## src/pwmfe_pkg.sv

```systemverilog
// Purpose: Shared constants of the fine-edge PWM and dead-time block.
// Assumes: pclk at 50 MHz; one instruction cycle spans two pclk cycles.
// Notes: Register offsets are byte addresses on a 32-bit APB bus.
package pwmfe_pkg;
   localparam int PAIRS = 4;
   localparam int CLK_NS = 20;
   localparam int TCY_NS = 40;
   localparam int TCY_PCLK = TCY_NS / CLK_NS;
   ////////////////////////////////////////////////////////////////////////
   localparam logic [7:0] ADDR_CTRL = 8'h00;
   localparam logic [7:0] ADDR_PERIOD = 8'h04;
   localparam logic [7:0] ADDR_DUTY0 = 8'h08;
   localparam logic [7:0] ADDR_DT_ONE = 8'h18;
   localparam logic [7:0] ADDR_DT_TWO = 8'h1C;
   localparam logic [7:0] ADDR_STATUS = 8'h20;
   ////////////////////////////////////////////////////////////////////////
   localparam int CTRL_EN_BIT = 0;
   localparam int CTRL_CENTER_BIT = 1;
   localparam int CTRL_TBPS_LSB = 4;
   localparam int CTRL_PAIR_MODE_SEL_LSB = 8;
   localparam int DT1_A_PS_LSB = 14;
   localparam int DT1_A_CNT_LSB = 8;
   localparam int DT1_B_PS_LSB = 6;
   localparam int DT1_B_CNT_LSB = 0;
   localparam int DT2_ACT_LSB = 0;
   localparam int DT2_INACT_LSB = 4;
   localparam int ST_DIR_BIT = 15;
   localparam int ST_HIGH_LSB = 16;
   localparam int ST_LOW_LSB = 20;
   ////////////////////////////////////////////////////////////////////////
   localparam logic [1:0] TBPS_1 = 2'h0;
   localparam logic [1:0] TBPS_4 = 2'h1;
   localparam logic [1:0] TBPS_16 = 2'h2;
   localparam logic [5:0] PRESC_MAX_4 = 6'h03;
   localparam logic [5:0] PRESC_MAX_16 = 6'h0F;
   localparam logic [5:0] PRESC_MAX_64 = 6'h3F;
   localparam logic [15:0] DUTY_RST = 16'h0000;
   localparam logic [14:0] PERIOD_RST = 15'h0000;
   localparam logic [15:0] DT1_RST = 16'h0000;
   localparam logic [7:0] DT2_RST = 8'h00;
   localparam logic [3:0] PAIR_MODE_SEL_RST = 4'h0;
endpackage

```

## src/pwmfe_top.sv

```systemverilog
// Purpose: Time base, half-cycle duty comparators and dead-time pairs.
// Assumes: APB3 master; one instruction cycle is two pclk cycles.
// Notes: Duty values take effect at once; no buffering or fault logic.
//
// Added by the designer: the register offsets and the APB interface to the registers.
`timescale 1ns/1ps
module pwmfe_top
#(
   parameter int ADDR_W = 8
)
(
   input wire logic pclk,
   input wire logic presetn,
   input wire logic psel,
   input wire logic penable,
   input wire logic pwrite,
   input wire logic [ADDR_W-1:0] paddr,
   input wire logic [31:0] pwdata,
   output logic [31:0] prdata,
   output logic pready,
   output logic pslverr,
   output logic [pwmfe_pkg::PAIRS-1:0] high_side_out,
   output logic [pwmfe_pkg::PAIRS-1:0] low_side_out,
   output logic [14:0] time_base_count,
   output logic count_direction
);
   typedef struct packed {
      logic en;
      logic center;
      logic [1:0] tb_presc;
      logic [3:0] pair_mode_sel;
      logic [14:0] period_reg;
      logic [pwmfe_pkg::PAIRS-1:0][15:0] duty_cycle_reg;
      logic [15:0] dead_time_ctrl_one;
      logic [7:0] dead_time_ctrl_two;
      logic phase;
      logic [5:0] presc_cnt;
      logic [14:0] count;
      logic dir;
      logic [pwmfe_pkg::PAIRS-1:0] cmp;
      logic [31:0] rdata;
   } pwmfe_state_type;

   pwmfe_state_type s;
   pwmfe_state_type next_s;
   logic [7:0] addr;
   logic mapped;
   logic setup;
   logic access;
   logic [5:0] presc_max;
   logic tb_tick;
   logic at_start;
   logic [31:0] read_word;
   logic [1:0] ps_a;
   logic [1:0] ps_b;
   logic [5:0] cnt_a;
   logic [5:0] cnt_b;

   ////////////////////////////////////////////////////////////////////////
   // Bus decode. Misaligned or unlisted addresses answer with pslverr.
   assign addr = 8'(paddr);
   assign setup = psel && !penable;
   assign access = psel && penable;
   assign pready = 1'b1;
   assign pslverr = access && !mapped;

   always_comb
   begin
      mapped = 1'b1;
      read_word = 32'h0000_0000;
      case (addr)
         pwmfe_pkg::ADDR_CTRL:
         begin
            read_word[pwmfe_pkg::CTRL_EN_BIT] = s.en;
            read_word[pwmfe_pkg::CTRL_CENTER_BIT] = s.center;
            read_word[pwmfe_pkg::CTRL_TBPS_LSB +: 2] = s.tb_presc;
            read_word[pwmfe_pkg::CTRL_PAIR_MODE_SEL_LSB +: 4] = s.pair_mode_sel;
         end
         pwmfe_pkg::ADDR_PERIOD:
            read_word[14:0] = s.period_reg;
         pwmfe_pkg::ADDR_DT_ONE:
            read_word[15:0] = s.dead_time_ctrl_one;
         pwmfe_pkg::ADDR_DT_TWO:
            read_word[7:0] = s.dead_time_ctrl_two;
         pwmfe_pkg::ADDR_STATUS:
         begin
            read_word[14:0] = s.count;
            read_word[pwmfe_pkg::ST_DIR_BIT] = s.dir;
            read_word[pwmfe_pkg::ST_HIGH_LSB +: 4] = high_side_out;
            read_word[pwmfe_pkg::ST_LOW_LSB +: 4] = low_side_out;
         end
         default:
         begin
            mapped = 1'b0;
            for (int i = 0; i < pwmfe_pkg::PAIRS; i++)
            begin
               if (addr == pwmfe_pkg::ADDR_DUTY0 + 8'(4 * i))
               begin
                  mapped = 1'b1;
                  read_word[15:0] = s.duty_cycle_reg[i];
               end
            end
         end
      endcase
   end

   ////////////////////////////////////////////////////////////////////////
   // Time base. The prescaler counts instruction cycles; the phase bit
   // marks the half of each instruction cycle.
   always_comb
   begin
      case (s.tb_presc)
         pwmfe_pkg::TBPS_1: presc_max = 6'h00;
         pwmfe_pkg::TBPS_4: presc_max = pwmfe_pkg::PRESC_MAX_4;
         pwmfe_pkg::TBPS_16: presc_max = pwmfe_pkg::PRESC_MAX_16;
         default: presc_max = pwmfe_pkg::PRESC_MAX_64;
      endcase
   end

   assign tb_tick = s.phase && (s.presc_cnt == presc_max);
   assign at_start = (s.count == 15'h0000) && !s.phase &&
                     (s.presc_cnt == 6'h00);

   // Half-cycle position of an edge within the matching count.
   function automatic logic edge_pos(input pwmfe_state_type st,
                                     input logic [5:0] pmax,
                                     input logic d0);
      logic [5:0] half;
      half = 6'((pmax >> 1) + 6'h01);
      if (st.tb_presc == pwmfe_pkg::TBPS_1)
         edge_pos = (st.phase == d0);
      else
         edge_pos = !st.phase &&
                    (st.presc_cnt == (d0 ? half : 6'h00));
   endfunction

   always_comb
   begin
      logic hit;
      hit = 1'b0;
      next_s = s;
      if (s.en)
      begin
         next_s.phase = !s.phase;
         if (s.phase)
            next_s.presc_cnt = (s.presc_cnt == presc_max) ? 6'h00 :
                               s.presc_cnt + 6'h01;
         if (tb_tick && !s.center)
         begin
            next_s.count = (s.count >= s.period_reg) ? 15'h0000 :
                           s.count + 15'h0001;
         end
         else if (tb_tick)
         begin
            // Up/down counting takes two sweeps per period.
            if (!s.dir)
            begin
               if (s.count >= s.period_reg)
               begin
                  next_s.dir = (s.period_reg != 15'h0000);
                  next_s.count = (s.period_reg == 15'h0000) ? 15'h0000 :
                                 s.count - 15'h0001;
               end
               else
                  next_s.count = s.count + 15'h0001;
            end
            else
            begin
               next_s.count = s.count - 15'h0001;
               if (s.count == 15'h0001)
                  next_s.dir = 1'b0;
            end
         end
      end
      else
      begin
         next_s.phase = 1'b0;
         next_s.presc_cnt = 6'h00;
         next_s.count = 15'h0000;
         next_s.dir = 1'b0;
      end

      // Duty comparators, one per generator.
      for (int i = 0; i < pwmfe_pkg::PAIRS; i++)
      begin
         hit = (s.duty_cycle_reg[i][15:1] == s.count) &&
               edge_pos(s, presc_max, s.duty_cycle_reg[i][0]);
         if (!s.en || s.duty_cycle_reg[i] == 16'h0000)
            next_s.cmp[i] = 1'b0;
         else if (s.duty_cycle_reg[i][15:1] > s.period_reg)
            next_s.cmp[i] = 1'b1;
         else if (s.center)
         begin
            if (hit)
               next_s.cmp[i] = s.dir;
         end
         else if (hit)
            next_s.cmp[i] = 1'b0;
         else if (at_start)
            next_s.cmp[i] = 1'b1;
      end

      // Register access; read data is captured in the setup cycle.
      if (setup)
         next_s.rdata = read_word;
      if (access && pwrite)
      begin
         case (addr)
            pwmfe_pkg::ADDR_CTRL:
            begin
               next_s.en = pwdata[pwmfe_pkg::CTRL_EN_BIT];
               next_s.center = pwdata[pwmfe_pkg::CTRL_CENTER_BIT];
               next_s.tb_presc = pwdata[pwmfe_pkg::CTRL_TBPS_LSB +: 2];
               next_s.pair_mode_sel = pwdata[pwmfe_pkg::CTRL_PAIR_MODE_SEL_LSB +: 4];
            end
            pwmfe_pkg::ADDR_PERIOD:
               next_s.period_reg = pwdata[14:0];
            pwmfe_pkg::ADDR_DT_ONE:
               next_s.dead_time_ctrl_one = pwdata[15:0];
            pwmfe_pkg::ADDR_DT_TWO:
               next_s.dead_time_ctrl_two = pwdata[7:0];
            default:
            begin
               for (int i = 0; i < pwmfe_pkg::PAIRS; i++)
               begin
                  if (addr == pwmfe_pkg::ADDR_DUTY0 + 8'(4 * i))
                     next_s.duty_cycle_reg[i] = pwdata[15:0];
               end
            end
         endcase
      end
   end

   always_ff @(posedge pclk or negedge presetn)
   begin
      if (!presetn)
      begin
         s <= '0;
         s.pair_mode_sel <= pwmfe_pkg::PAIR_MODE_SEL_RST;
         s.period_reg <= pwmfe_pkg::PERIOD_RST;
         s.duty_cycle_reg <= {pwmfe_pkg::PAIRS{pwmfe_pkg::DUTY_RST}};
         s.dead_time_ctrl_one <= pwmfe_pkg::DT1_RST;
         s.dead_time_ctrl_two <= pwmfe_pkg::DT2_RST;
      end
      else
      begin
         s <= next_s;
      end
   end

   ////////////////////////////////////////////////////////////////////////
   // Dead-time units and the per-pair generators.
   assign ps_a = s.dead_time_ctrl_one[pwmfe_pkg::DT1_A_PS_LSB +: 2];
   assign ps_b = s.dead_time_ctrl_one[pwmfe_pkg::DT1_B_PS_LSB +: 2];
   assign cnt_a = s.dead_time_ctrl_one[pwmfe_pkg::DT1_A_CNT_LSB +: 6];
   assign cnt_b = s.dead_time_ctrl_one[pwmfe_pkg::DT1_B_CNT_LSB +: 6];

   generate
      for (genvar g = 0; g < pwmfe_pkg::PAIRS; g++)
      begin : pair
         logic sel_act;
         logic sel_inact;
         assign sel_act = s.dead_time_ctrl_two[pwmfe_pkg::DT2_ACT_LSB + g];
         assign sel_inact =
            s.dead_time_ctrl_two[pwmfe_pkg::DT2_INACT_LSB + g];
         pwmfe_dead_time u_dt
         (
            .pclk(pclk),
            .presetn(presetn),
            .cmp(s.cmp[g]),
            .indep(s.pair_mode_sel[g]),
            .act_ps(sel_act ? ps_b : ps_a),
            .act_cnt(sel_act ? cnt_b : cnt_a),
            .inact_ps(sel_inact ? ps_b : ps_a),
            .inact_cnt(sel_inact ? cnt_b : cnt_a),
            .high_side_out(high_side_out[g]),
            .low_side_out(low_side_out[g])
         );
      end
   endgenerate

   assign prdata = s.rdata;
   assign time_base_count = s.count;
   assign count_direction = s.dir;
endmodule

```

## src/pwmfe_dead_time.sv

```systemverilog
// Purpose: Dead-time insertion for one complementary output pair.
// Assumes: Edge unit values are chosen by the caller from units A and B.
// Notes: A new edge during a count restarts it, swallowing short pulses.
`timescale 1ns/1ps
module pwmfe_dead_time
(
   input wire logic pclk,
   input wire logic presetn,
   input wire logic cmp,
   input wire logic indep,
   input wire logic [1:0] act_ps,
   input wire logic [5:0] act_cnt,
   input wire logic [1:0] inact_ps,
   input wire logic [5:0] inact_cnt,
   output logic high_side_out,
   output logic low_side_out
);
   typedef struct packed {
      logic cmp_q;
      logic indep_q;
      logic high;
      logic low;
      logic pend_h;
      logic pend_l;
      logic [5:0] cnt;
      logic [3:0] pre;
      logic [3:0] pre_last;
   } pwmfe_dt_type;

   pwmfe_dt_type s;
   pwmfe_dt_type next_s;
   logic rise;
   logic fall;

   // One dead-time clock lasts 1, 2, 4 or 8 instruction cycles.
   function automatic logic [3:0] tick_last(input logic [1:0] ps);
      tick_last = 4'(pwmfe_pkg::TCY_PCLK * (1 << ps) - 1);
   endfunction

   ////////////////////////////////////////////////////////////////////////
   // Leaving independent mode counts as an edge, so that the idle side
   // only goes active after a full dead time.
   assign rise = cmp && (!s.cmp_q || s.indep_q);
   assign fall = !cmp && (s.cmp_q || s.indep_q);

   always_comb
   begin
      next_s = s;
      next_s.cmp_q = cmp;
      next_s.indep_q = indep;
      if (indep)
      begin
         next_s.high = cmp;
         next_s.low = cmp;
         next_s.pend_h = 1'b0;
         next_s.pend_l = 1'b0;
         next_s.cnt = 6'h00;
      end
      else if (rise)
      begin
         next_s.low = 1'b0;
         next_s.pend_l = 1'b0;
         next_s.pre = 4'h0;
         next_s.pre_last = tick_last(act_ps);
         next_s.cnt = act_cnt;
         next_s.high = (act_cnt == 6'h00);
         next_s.pend_h = (act_cnt != 6'h00);
      end
      else if (fall)
      begin
         next_s.high = 1'b0;
         next_s.pend_h = 1'b0;
         next_s.pre = 4'h0;
         next_s.pre_last = tick_last(inact_ps);
         next_s.cnt = inact_cnt;
         next_s.low = (inact_cnt == 6'h00);
         next_s.pend_l = (inact_cnt != 6'h00);
      end
      else if (s.pend_h || s.pend_l)
      begin
         if (s.pre == s.pre_last)
         begin
            next_s.pre = 4'h0;
            next_s.cnt = s.cnt - 6'h01;
            if (s.cnt == 6'h01)
            begin
               next_s.high = s.pend_h;
               next_s.low = s.pend_l;
               next_s.pend_h = 1'b0;
               next_s.pend_l = 1'b0;
            end
         end
         else
         begin
            next_s.pre = s.pre + 4'h1;
         end
      end
   end

   always_ff @(posedge pclk or negedge presetn)
   begin
      if (!presetn)
      begin
         s <= '{cmp_q: 1'b0, indep_q: 1'b1, high: 1'b0, low: 1'b0,
                pend_h: 1'b0, pend_l: 1'b0, cnt: 6'h00, pre: 4'h0,
                pre_last: 4'h0};
      end
      else
      begin
         s <= next_s;
      end
   end

   assign high_side_out = s.high;
   assign low_side_out = s.low;
endmodule

```

## config.mk

```make
export PLATFORM = sky130hd
export DESIGN_NAME = pwmfe_top
export DESIGN_NICKNAME = d
export VERILOG_FILES = /design/src/pwmfe_pkg.sv /design/src/pwmfe_top.sv /design/src/pwmfe_dead_time.sv
export SDC_FILE = /design/constraint.sdc
export NUM_CORES = 1
export LEC_CHECK = 0
export BUFFER_PORTS_ARGS = -buffer_cell sky130_fd_sc_hd__buf_2
export CORE_ASPECT_RATIO = 0.7
export CORE_MARGIN = 2
export CORE_UTILIZATION = 55
export CTS_BUF_LIST = sky130_fd_sc_hd__clkbuf_8
export CTS_CLUSTER_SIZE = 20
export DETAILED_ROUTE_END_ITERATION = 16
export GPL_TIMING_DRIVEN = 0
export PLACE_DENSITY = 0.69
export SLEW_MARGIN = 5
export SYNTH_ARGS = -nofsm -noshare
export SYNTH_HDL_FRONTEND = slang
export SYNTH_SLANG_ARGS = --single-unit
```

## constraint.sdc

```tcl
create_clock -name pclk -period 6.4 [get_ports pclk]
set_clock_uncertainty 0.1 [all_clocks]
set_input_delay 1.28 -clock pclk [delete_from_list [all_inputs] [get_ports pclk]]
set_output_delay 1.28 -clock pclk [all_outputs]
set_load 0.01 [all_outputs]
```

==> run metrics, run 1 <==
H-Tree Depth=2; pin count of the biggest net entering global routing=109; clk root buf=clkbuf_8; first-pass GRT wire length=88.1 mm; vias=15000; CP bufs+invs=3; Seq/Total Area, Yosys=0.369; DRC errors left=0; nets@finish=2033; wire per inst=25.7 µm; io pins=103; hold_ws=274 ps; die width=211 µm; Core Region=0.0291 mm²; Finished Layout Cells=2305; # hold bufs at CTS=0; DRT iter0 DRCs=1842; row count=52; asr flop ratio synth=1.00; Max-cap violations=0; CP max FO=10; most frequent CP cell=buf_2; Overflow after GRT=0; worst rel slew slack=0.146; vias in the first global route=13900; min Tclk post-route=4620 ps; synth warn=0; critical path capture point type=output pin; initial core utilization=0.564; Synth Flop Type=dfrtp_1; crit-path cells=buf_2 -> nor3_1 -> and3_1 -> clkbuf_1 -> a31oi_1 -> and4_1 -> buf_2; Post-synth EDFFs=0; Arr. time, crit path=3240 ps; Final Max Tran Viols=0; Mean Syn Cell Area=9.30 µm²; Crit path max-delay family=simple AND/OR/NAND/NOR gates; startpoint class of the critical path=input port; actual slew at the worst max-slew pin=1270 ps; Max Clk Rate=217 MHz; Syn Inst Count=1767; clk_lat worst skew=590 ps; Post-Place Cells=2230; port bufs=76; synth unique cells=75; antenna-violating nets left=0; Req. time, crit path=5020 ps; CTS clk-pin slew, worst paths=60 ps; setup TNS=0 ps; Worst R2R Setup Slack=2490 ps; final setup vio count=0; Leakage=8.49 nW; WS Path Type=input port to output pin; clock buffer depth=3; vias per inst=6.51; Worst path slowest cell=nor3_1; final cell utilization of the core=0.627; HP Class=flop to flop; unrepaired setup endpoints after global routing=no; Area growth syn-to-layout=11.2%; die area=0.0313 mm²; Critical Path Max Stage Delay=490 ps; Hold Violations, Final=0; Setup Fix Bufs, Post-CTS=0; PostCTS Resize Cnt=0; WL final=59.3 mm; drt pass-1 iters=6; Peak VDD IR=0.000222 V; GPL Wtd Cong=1.02; layout cells sized above 1=0.183; Mapped Area=0.0164 mm²; diode count=0; DP Wirelength=44.7 mm; status=completed; Synth Register Bits=242; initial antenna violation count=2; die span in y=149 µm; fin crit share=0.721; Pwr Density=339 mW/mm²; Clock Sinks=242; TritonCTS buffer count=41; CTS tree=yes; gr usage total=0.380
==> flip-flops by register name (all words and copies together), names as in the netlist <==
name,count
ps_b,2
count_direction,1
cnt_b,6
prdata,24
ps_a,2
pair.sel_inact,4
pair.u_dt.high_side_out,4
s,98
cnt_a,6
pair.sel_act,4
pair.u_dt.low_side_out,4
time_base_count,15
pair.u_dt.s,72
==> worst paths after layout <==
check	startpoint	endpoint	cells past startpoint
setup reg to reg	s[160]	time_base_count[13]	8
hold reg to reg	s[163]	pair[1].u_dt.s[18]	0
hold / removal	s[163]	pair[1].u_dt.s[18]	0
max in group asynchronous	presetn	s[140]	2
setup / recovery	paddr[3]	pslverr	7
min in group asynchronous	presetn	s[58]	1
==> cell type report <==
type | instances | area [µm²]
fillers | 2530 | 10900
multi-input cells | 1318 | 9360
flip-flops and latches | 242 | 6060
plain buffers | 161 | 845
clock buffers | 49 | 674
well taps | 378 | 473
repair buffers | 78 | 445
clock inverters | 26 | 216
inverters | 53 | 199
==> routing by layer <==
metal  vias up  GRT usage  wire (µm)
met5         -     0.0157         80
met4         6     0.0644        833
met3        88      0.151       8410
met2       895      0.490      22300
met1      7356      0.589      27700
li1       6671          -          -
==> worst reg2reg max path: cells and delay by family, from the launching register on <==
| family | cells | cell delay (ps) |
|---|---|---|
| compound gates | 4 | 1670 |
| buf+inv | 1 | 220 |
| simple gates | 2 | 910 |
| fa+ha+maj | 1 | 350 |
| flops | 1 | 550 |
==> power breakdown <==
part           internal, mW  switching (mW)
registers              1.76           0.296
clock network         0.858           0.692
logic                  1.03            1.55
total                  3.65            2.54
==> cell families after synthesis <==
| kind of cell | synth area share |
|---|---|
| fa+ha+maj | 0.0708 |
| buf+inv | 0.0635 |
| xor+xnor | 0.0581 |
| compound gates | 0.167 |
| simple gates | 0.155 |
| mux | 0.116 |
| other cells | 0.000457 |
| flops | 0.369 |
==> cell usage in the layout (no fill, tap or decap), types with 56 or more instances in the layout <==
master	count
dfrtp_1	238
nor2_1	137
nand2_1	124
mux2_2	119
a21oi_1	103
buf_2	93
ha_1	93
o21ai_0	80
clkbuf_1	74
inv_1	70
xnor2_1	61
buf_4	56
==> through the flow <==
stage	power (mW)	area [µm²]	setup WS (ps)
global placement	4.50	17300	-477
detailed placement	4.56	17400	1920
global route	6.54	18300	1810
CTS	6.11	18300	1910
finish	6.19	18300	1780
floorplan	3.76	16500	2540
==> synthesized netlist by cell type, drive strengths merged, types with 28 or more instances <==
cell,instances,share of area
a21oi,105,0.032
a31oi,28,0.011
nor2,138,0.032
xor2,48,0.026
ha,93,0.071
xnor2,61,0.033
clkbuf,74,0.017
mux2i,55,0.033
buf,87,0.034
nand4,29,0.011
inv,53,0.012
dfrtp,238,0.36
o21ai,82,0.025
nand3,38,0.012
nand2,124,0.028
nor3,40,0.013
nor4,36,0.014
mux2,119,0.082
Power figures use the tool's default switching activity.
==> run 2: changes to the inputs <==
- ABC_AREA: unset -> 1
- PLACE_DENSITY: 0.69 -> 0.72
- clock period: 6.4 -> 3.9 ns (I/O delays scaled with it)
==> run 2 against run 1 <==
Against the previous run:
- final cell count increased by 32%
- sequential cell count unchanged
- die area increased by 5.1%
- largest cell class unchanged
- first-iteration DRC count increased by 21%
- non-clock buffer count increased by 1
- register-to-register slack got worse by 2100 ps
- sequential power increased by 41%
- worst setup slack got worse by 1700 ps
- critical path depth increased by 4
- global-route usage increased by 1.7 points
- utilization decreased by 1.2 points
==> run metrics, run 2 <==
unrepaired setup endpoints after global routing=no; Area growth syn-to-layout=10.5%; Post-synth EDFFs=0; Synth Register Bits=242; Switching Share=0.325; initial antenna violation count=0; asr flop ratio synth=1.00; Setup Fix Bufs, Post-CTS=0; worst rel slew slack=0.380; initial core utilization=0.556; DRT iter0 DRCs=2231; layout cells sized above 1=0.0942; Peak VDD IR=0.000312 V; HP Class=flop to flop; Arr. time, crit path=2920 ps; clock buffer depth=3; Fillers=2958; most common cell after layout, fill and taps aside=nand2_1; wire per inst=21.5 µm; DP Wirelength=49.0 mm; port bufs=77; die span in y=152 µm; H-Tree Depth=2; TritonCTS buffer count=40; die width=216 µm; Psw=2.16 mW; Leakage=9.75 nW; final cell utilization of the core=0.615; status=completed; WS Path Type=input port to output pin; synth top area cells=dfrtp_1, nand2_1, ha_1; vias per inst=5.96; GPL Wtd Cong=1.06; Max Clk Rate=263 MHz; synth unique cells=49; vias=18200; final setup vio count=0; DRC errors left=0; Req. time, crit path=3020 ps; Logic pwr share=0.214; drt pass-1 iters=7; antenna-violating nets left=0; actual slew at the worst max-slew pin=930 ps; first-pass GRT wire length=99.8 mm; Core Region=0.0311 mm²; min Tclk post-route=3800 ps; pin count of the biggest net entering global routing=107; Worst R2R Setup Slack=430 ps; clock power share=0.347; gr usage total=0.397; most common cell in the netlist=nand2_1; CP max FO=10; Seq/Total Area, Yosys=0.351; Mean Syn Cell Area=6.99 µm²; WL final=65.6 mm; most frequent cells in the layout=nand2_1, inv_1, dfrtp_1; Post-synth top cells=nand2_1, inv_1, dfrtp_1; Pwr Density=347 mW/mm²; Synth top area share=0.344; startpoint class of the critical path=input port; die area=0.0329 mm²; Sequential Power Share=0.439; vias in the first global route=16700; post-place setup slack=66.9 ps; Synth Flop Type=dfrtp_1; Max-cap violations=0; row count=54; Syn Inst Count=2472; P_int=4.48 mW; critical path capture point type=output pin; Final Max Tran Viols=0; Reg with most FFs=s; Overflow after GRT=0; diode count=0; CTS clk-pin slew, worst paths=60 ps; synth warn=0; CTS tree=yes; Clock Sinks=242; fin crit share=0.975; final worst slack=96.5 ps; max reg flops=98; Hold Violations, Final=0; nets@finish=2739; clk root buf=clkbuf_8; Mapped Area=0.0173 mm²; clk_lat worst skew=580 ps; post-synth top area cell=dfrtp_1; io pins=103
run 2: cell type report:
type	count	area [µm²]	share of cell area
Multi-Input combinational cell	1825	9460	0.495
Sequential cell	242	6060	0.317
Inverter	252	950	0.0497
Buffer	160	857	0.0449
Clock buffer	45	619	0.0324
Tap cell	420	526	0.0275
Timing Repair Buffer	80	460	0.0241
Clock inverter	28	174	0.00910
run 2: stage by stage:
stage | instance area [µm²] | power (mW) | TNS (ps) | cells | hold WS [ps]
finish | 19100 | 6.63 | 0 | 3052 | 331
global route | 19100 | 6.96 | 0 | 3052 | 351
CTS | 19100 | 6.62 | 0 | 3052 | 330
detailed placement | 18300 | 4.34 | 0 | 2978 | 316
global placement | 18200 | 4.29 | -576830 | 2976 | 302
floorplan | 17300 | 3.91 | 0 | 2479 | 291
run 2: repair_timing:
| item | CTS | global route |
|---|---|---|
| gates resized for setup | 0 | 4 |
| endpoints found under the hold margin | 18 | 0 |
| hold buffers | 1 | 0 |
| setup endpoints to repair | 0 | 12 |
run 2: worst paths after layout:
kind                                    start             endpoint  depth (start not counted)
max                                  paddr[7]              pslverr                         11
min                                     s[35]   pair[3].u_dt.s[19]                          0
max reg2reg                time_base_count[0]  time_base_count[11]                         13
min reg2reg                             s[35]   pair[3].u_dt.s[19]                          0
max in group asynchronous             presetn    pair[3].u_dt.s[2]                          3
min in group asynchronous             presetn   time_base_count[5]                          2
run 2: power groups by stage:
stage	clock [mW]	combinational (mW)	sequential, mW
floorplan	0	1.02	2.89
global placement	0	1.35	2.94
detailed placement	0	1.39	2.95
CTS	2.31	1.40	2.90
global route	2.42	1.61	2.93
finish	2.30	1.42	2.91
run 2: routing by layer:
layer	up-vias	track usage	wire, µm
met5	-	0	0
met4	0	0.139	2480
met3	188	0.126	9700
met2	1162	0.525	25000
met1	8489	0.601	28500
li1	8353	-	-
run 2: kinds of logic after synthesis:
| family | share of synthesized area |
|---|---|
| buf+inv | 0.104 |
| flops | 0.351 |
| other cells | 0.000434 |
| xor+xnor | 0.0436 |
| simple gates | 0.299 |
| compound gates | 0.132 |
| fa+ha+maj | 0.0673 |
| mux | 0.00326 |
run 2: critical path, cell delays in order:
cell and delay [ps]:
buf_2 90, nor2_1 70, nand3_2 120, inv_2 40, nand2_1 270, inv_1 190
nor4_4 540, buf_4 310, nand2_1 120, nor3_1 210, buf_2 170
==> run 3: changes to the inputs <==
- PLACE_DENSITY: 0.72 -> 0.69
- clock period: 3.9 -> 4.2 ns (I/O delays scaled with it)
==> run 3 against run 2 <==
Against the previous run:
- count of clock-buffer cells in the layout up 8
- clock power increased by 2%
- final cell count is essentially flat
- critical path type is now flop to flop
- largest cell class unchanged
==> run metrics, run 3 (same netlist as run 2, synthesis figures left out) <==
critical path capture point type=flop; Core Region=0.0311 mm²; WL final=64.9 mm; vias in the first global route=16300; HP Class=input port to asynchronous set/reset pin; CTS clk-pin slew, worst paths=60 ps; Clock Sinks=242; drt pass-1 iters=7; fin crit share=0.963; most frequent cells in the layout=nand2_1, inv_1, dfrtp_1; Reg with most FFs=s; row count=54; DRC errors left=0; die width=216 µm; actual slew at the worst max-slew pin=927 ps; layout cells sized above 1=0.0960; min Tclk post-route=4040 ps; antenna-violating nets left=0; die area=0.0329 mm²; die span in y=152 µm; # hold bufs at CTS=0; Max-cap violations=0; Reg2Reg Depth=13; Peak VDD IR=0.000323 V; worst rel slew slack=0.382; initial antenna violation count=1; GPL Wtd Cong=1.03; most common cell after layout, fill and taps aside=nand2_1; final setup vio count=0; Worst R2R Setup Slack=160 ps; Setup Fix Bufs, Post-CTS=0; first-pass GRT wire length=97.5 mm; Overflow after GRT=0; gr usage total=0.391; vias per inst=5.95; clk_lat worst skew=610 ps; CTS tree=yes; Max Clk Rate=247 MHz; max reg flops=98; DP Wirelength=49.2 mm; clock buffer depth=3; reg2reg end=time_base_count[14]; H-Tree Depth=2; nets@finish=2740; pin count of the biggest net entering global routing=117; Finished Layout Cells=3055; Hold Violations, Final=0; Leakage=9.79 nW; Arr. time, crit path=4480 ps; diode count=0; Post-Place Cells=2978; reg-to-reg startpoint=time_base_count[0]; Pwr Density=332 mW/mm²; status=completed; setup TNS=0 ps; Req. time, crit path=4630 ps; DRT iter0 DRCs=2491; unrepaired setup endpoints after global routing=no; startpoint class of the critical path=flop; WS Path Type=flop to flop; vias=18200; Area growth syn-to-layout=10.9%; clk root buf=clkbuf_8; port bufs=77; io pins=103; TritonCTS buffer count=42; initial core utilization=0.556; wire per inst=21.2 µm; Final Max Tran Viols=0; PostCTS Resize Cnt=0; CP max FO=11
run 3: worst max-delay path by stage:
stage                                   from                   to  depth (start not counted)
after floorplan                     paddr[7]              pslverr                          9
after global placement               presetn    pair[3].u_dt.s[6]                          1
after detailed placement            paddr[7]              pslverr                         11
after CTS                           paddr[7]              pslverr                         11
after global routing      time_base_count[0]   time_base_count[6]                         14
final                     time_base_count[0]  time_base_count[14]                         13
run 3: critical path, stage by stage (launching register included):
cell	delay, ps
dfrtp_1	420
clkbuf_1	620
clkinv_1	770
ha_1	520
nand2_1	70
nor2_1	50
nand4_1	90
nand3_1	90
nor2_1	420
clkbuf_1	410
nand3_1	130
nand2_1	120
nand2_1	80
nand2_1	90
run 3: cell type report:
type	instances	area, µm²
fill	2952	11900
multi-input combinational	1825	9460
sequential	242	6060
inverter	252	946
buffer	160	856
clock buffer	53	729
tap	420	526
timing repair buffer	79	450
clock inverter	24	160
run 3: per-stage QoR:
stage / setup WS (ps) / util / hold slack (ps) / total power [mW] / instance area (µm²)
floorplan: 1150 / - / 291 / 3.63 / 17300
global placement: -2250 / 0.587 / 306 / 3.99 / 18200
detailed placement: 359 / 0.589 / 321 / 4.03 / 18300
CTS: 363 / 0.617 / 88.7 / 6.36 / 19200
global route: 31.2 / 0.617 / 101 / 6.69 / 19200
finish: 157 / 0.617 / 69.3 / 6.36 / 19200
run 3: where the power goes:
group | internal [mW] | total (mW) | switching, mW
Clock | 1.26 | 2.34 | 1.08
Combinational | 0.526 | 1.32 | 0.793
Sequential | 2.52 | 2.71 | 0.182
run 3: metal layers:
metal	wire length (µm)	share of wire	up-vias	track usage
met1	28200	0.44	8493	0.589
met3	9590	0.15	156	0.131
li1	-	-	8364	-
met2	24700	0.38	1169	0.517
met5	0	0	-	0
met4	2340	0.036	0	0.131
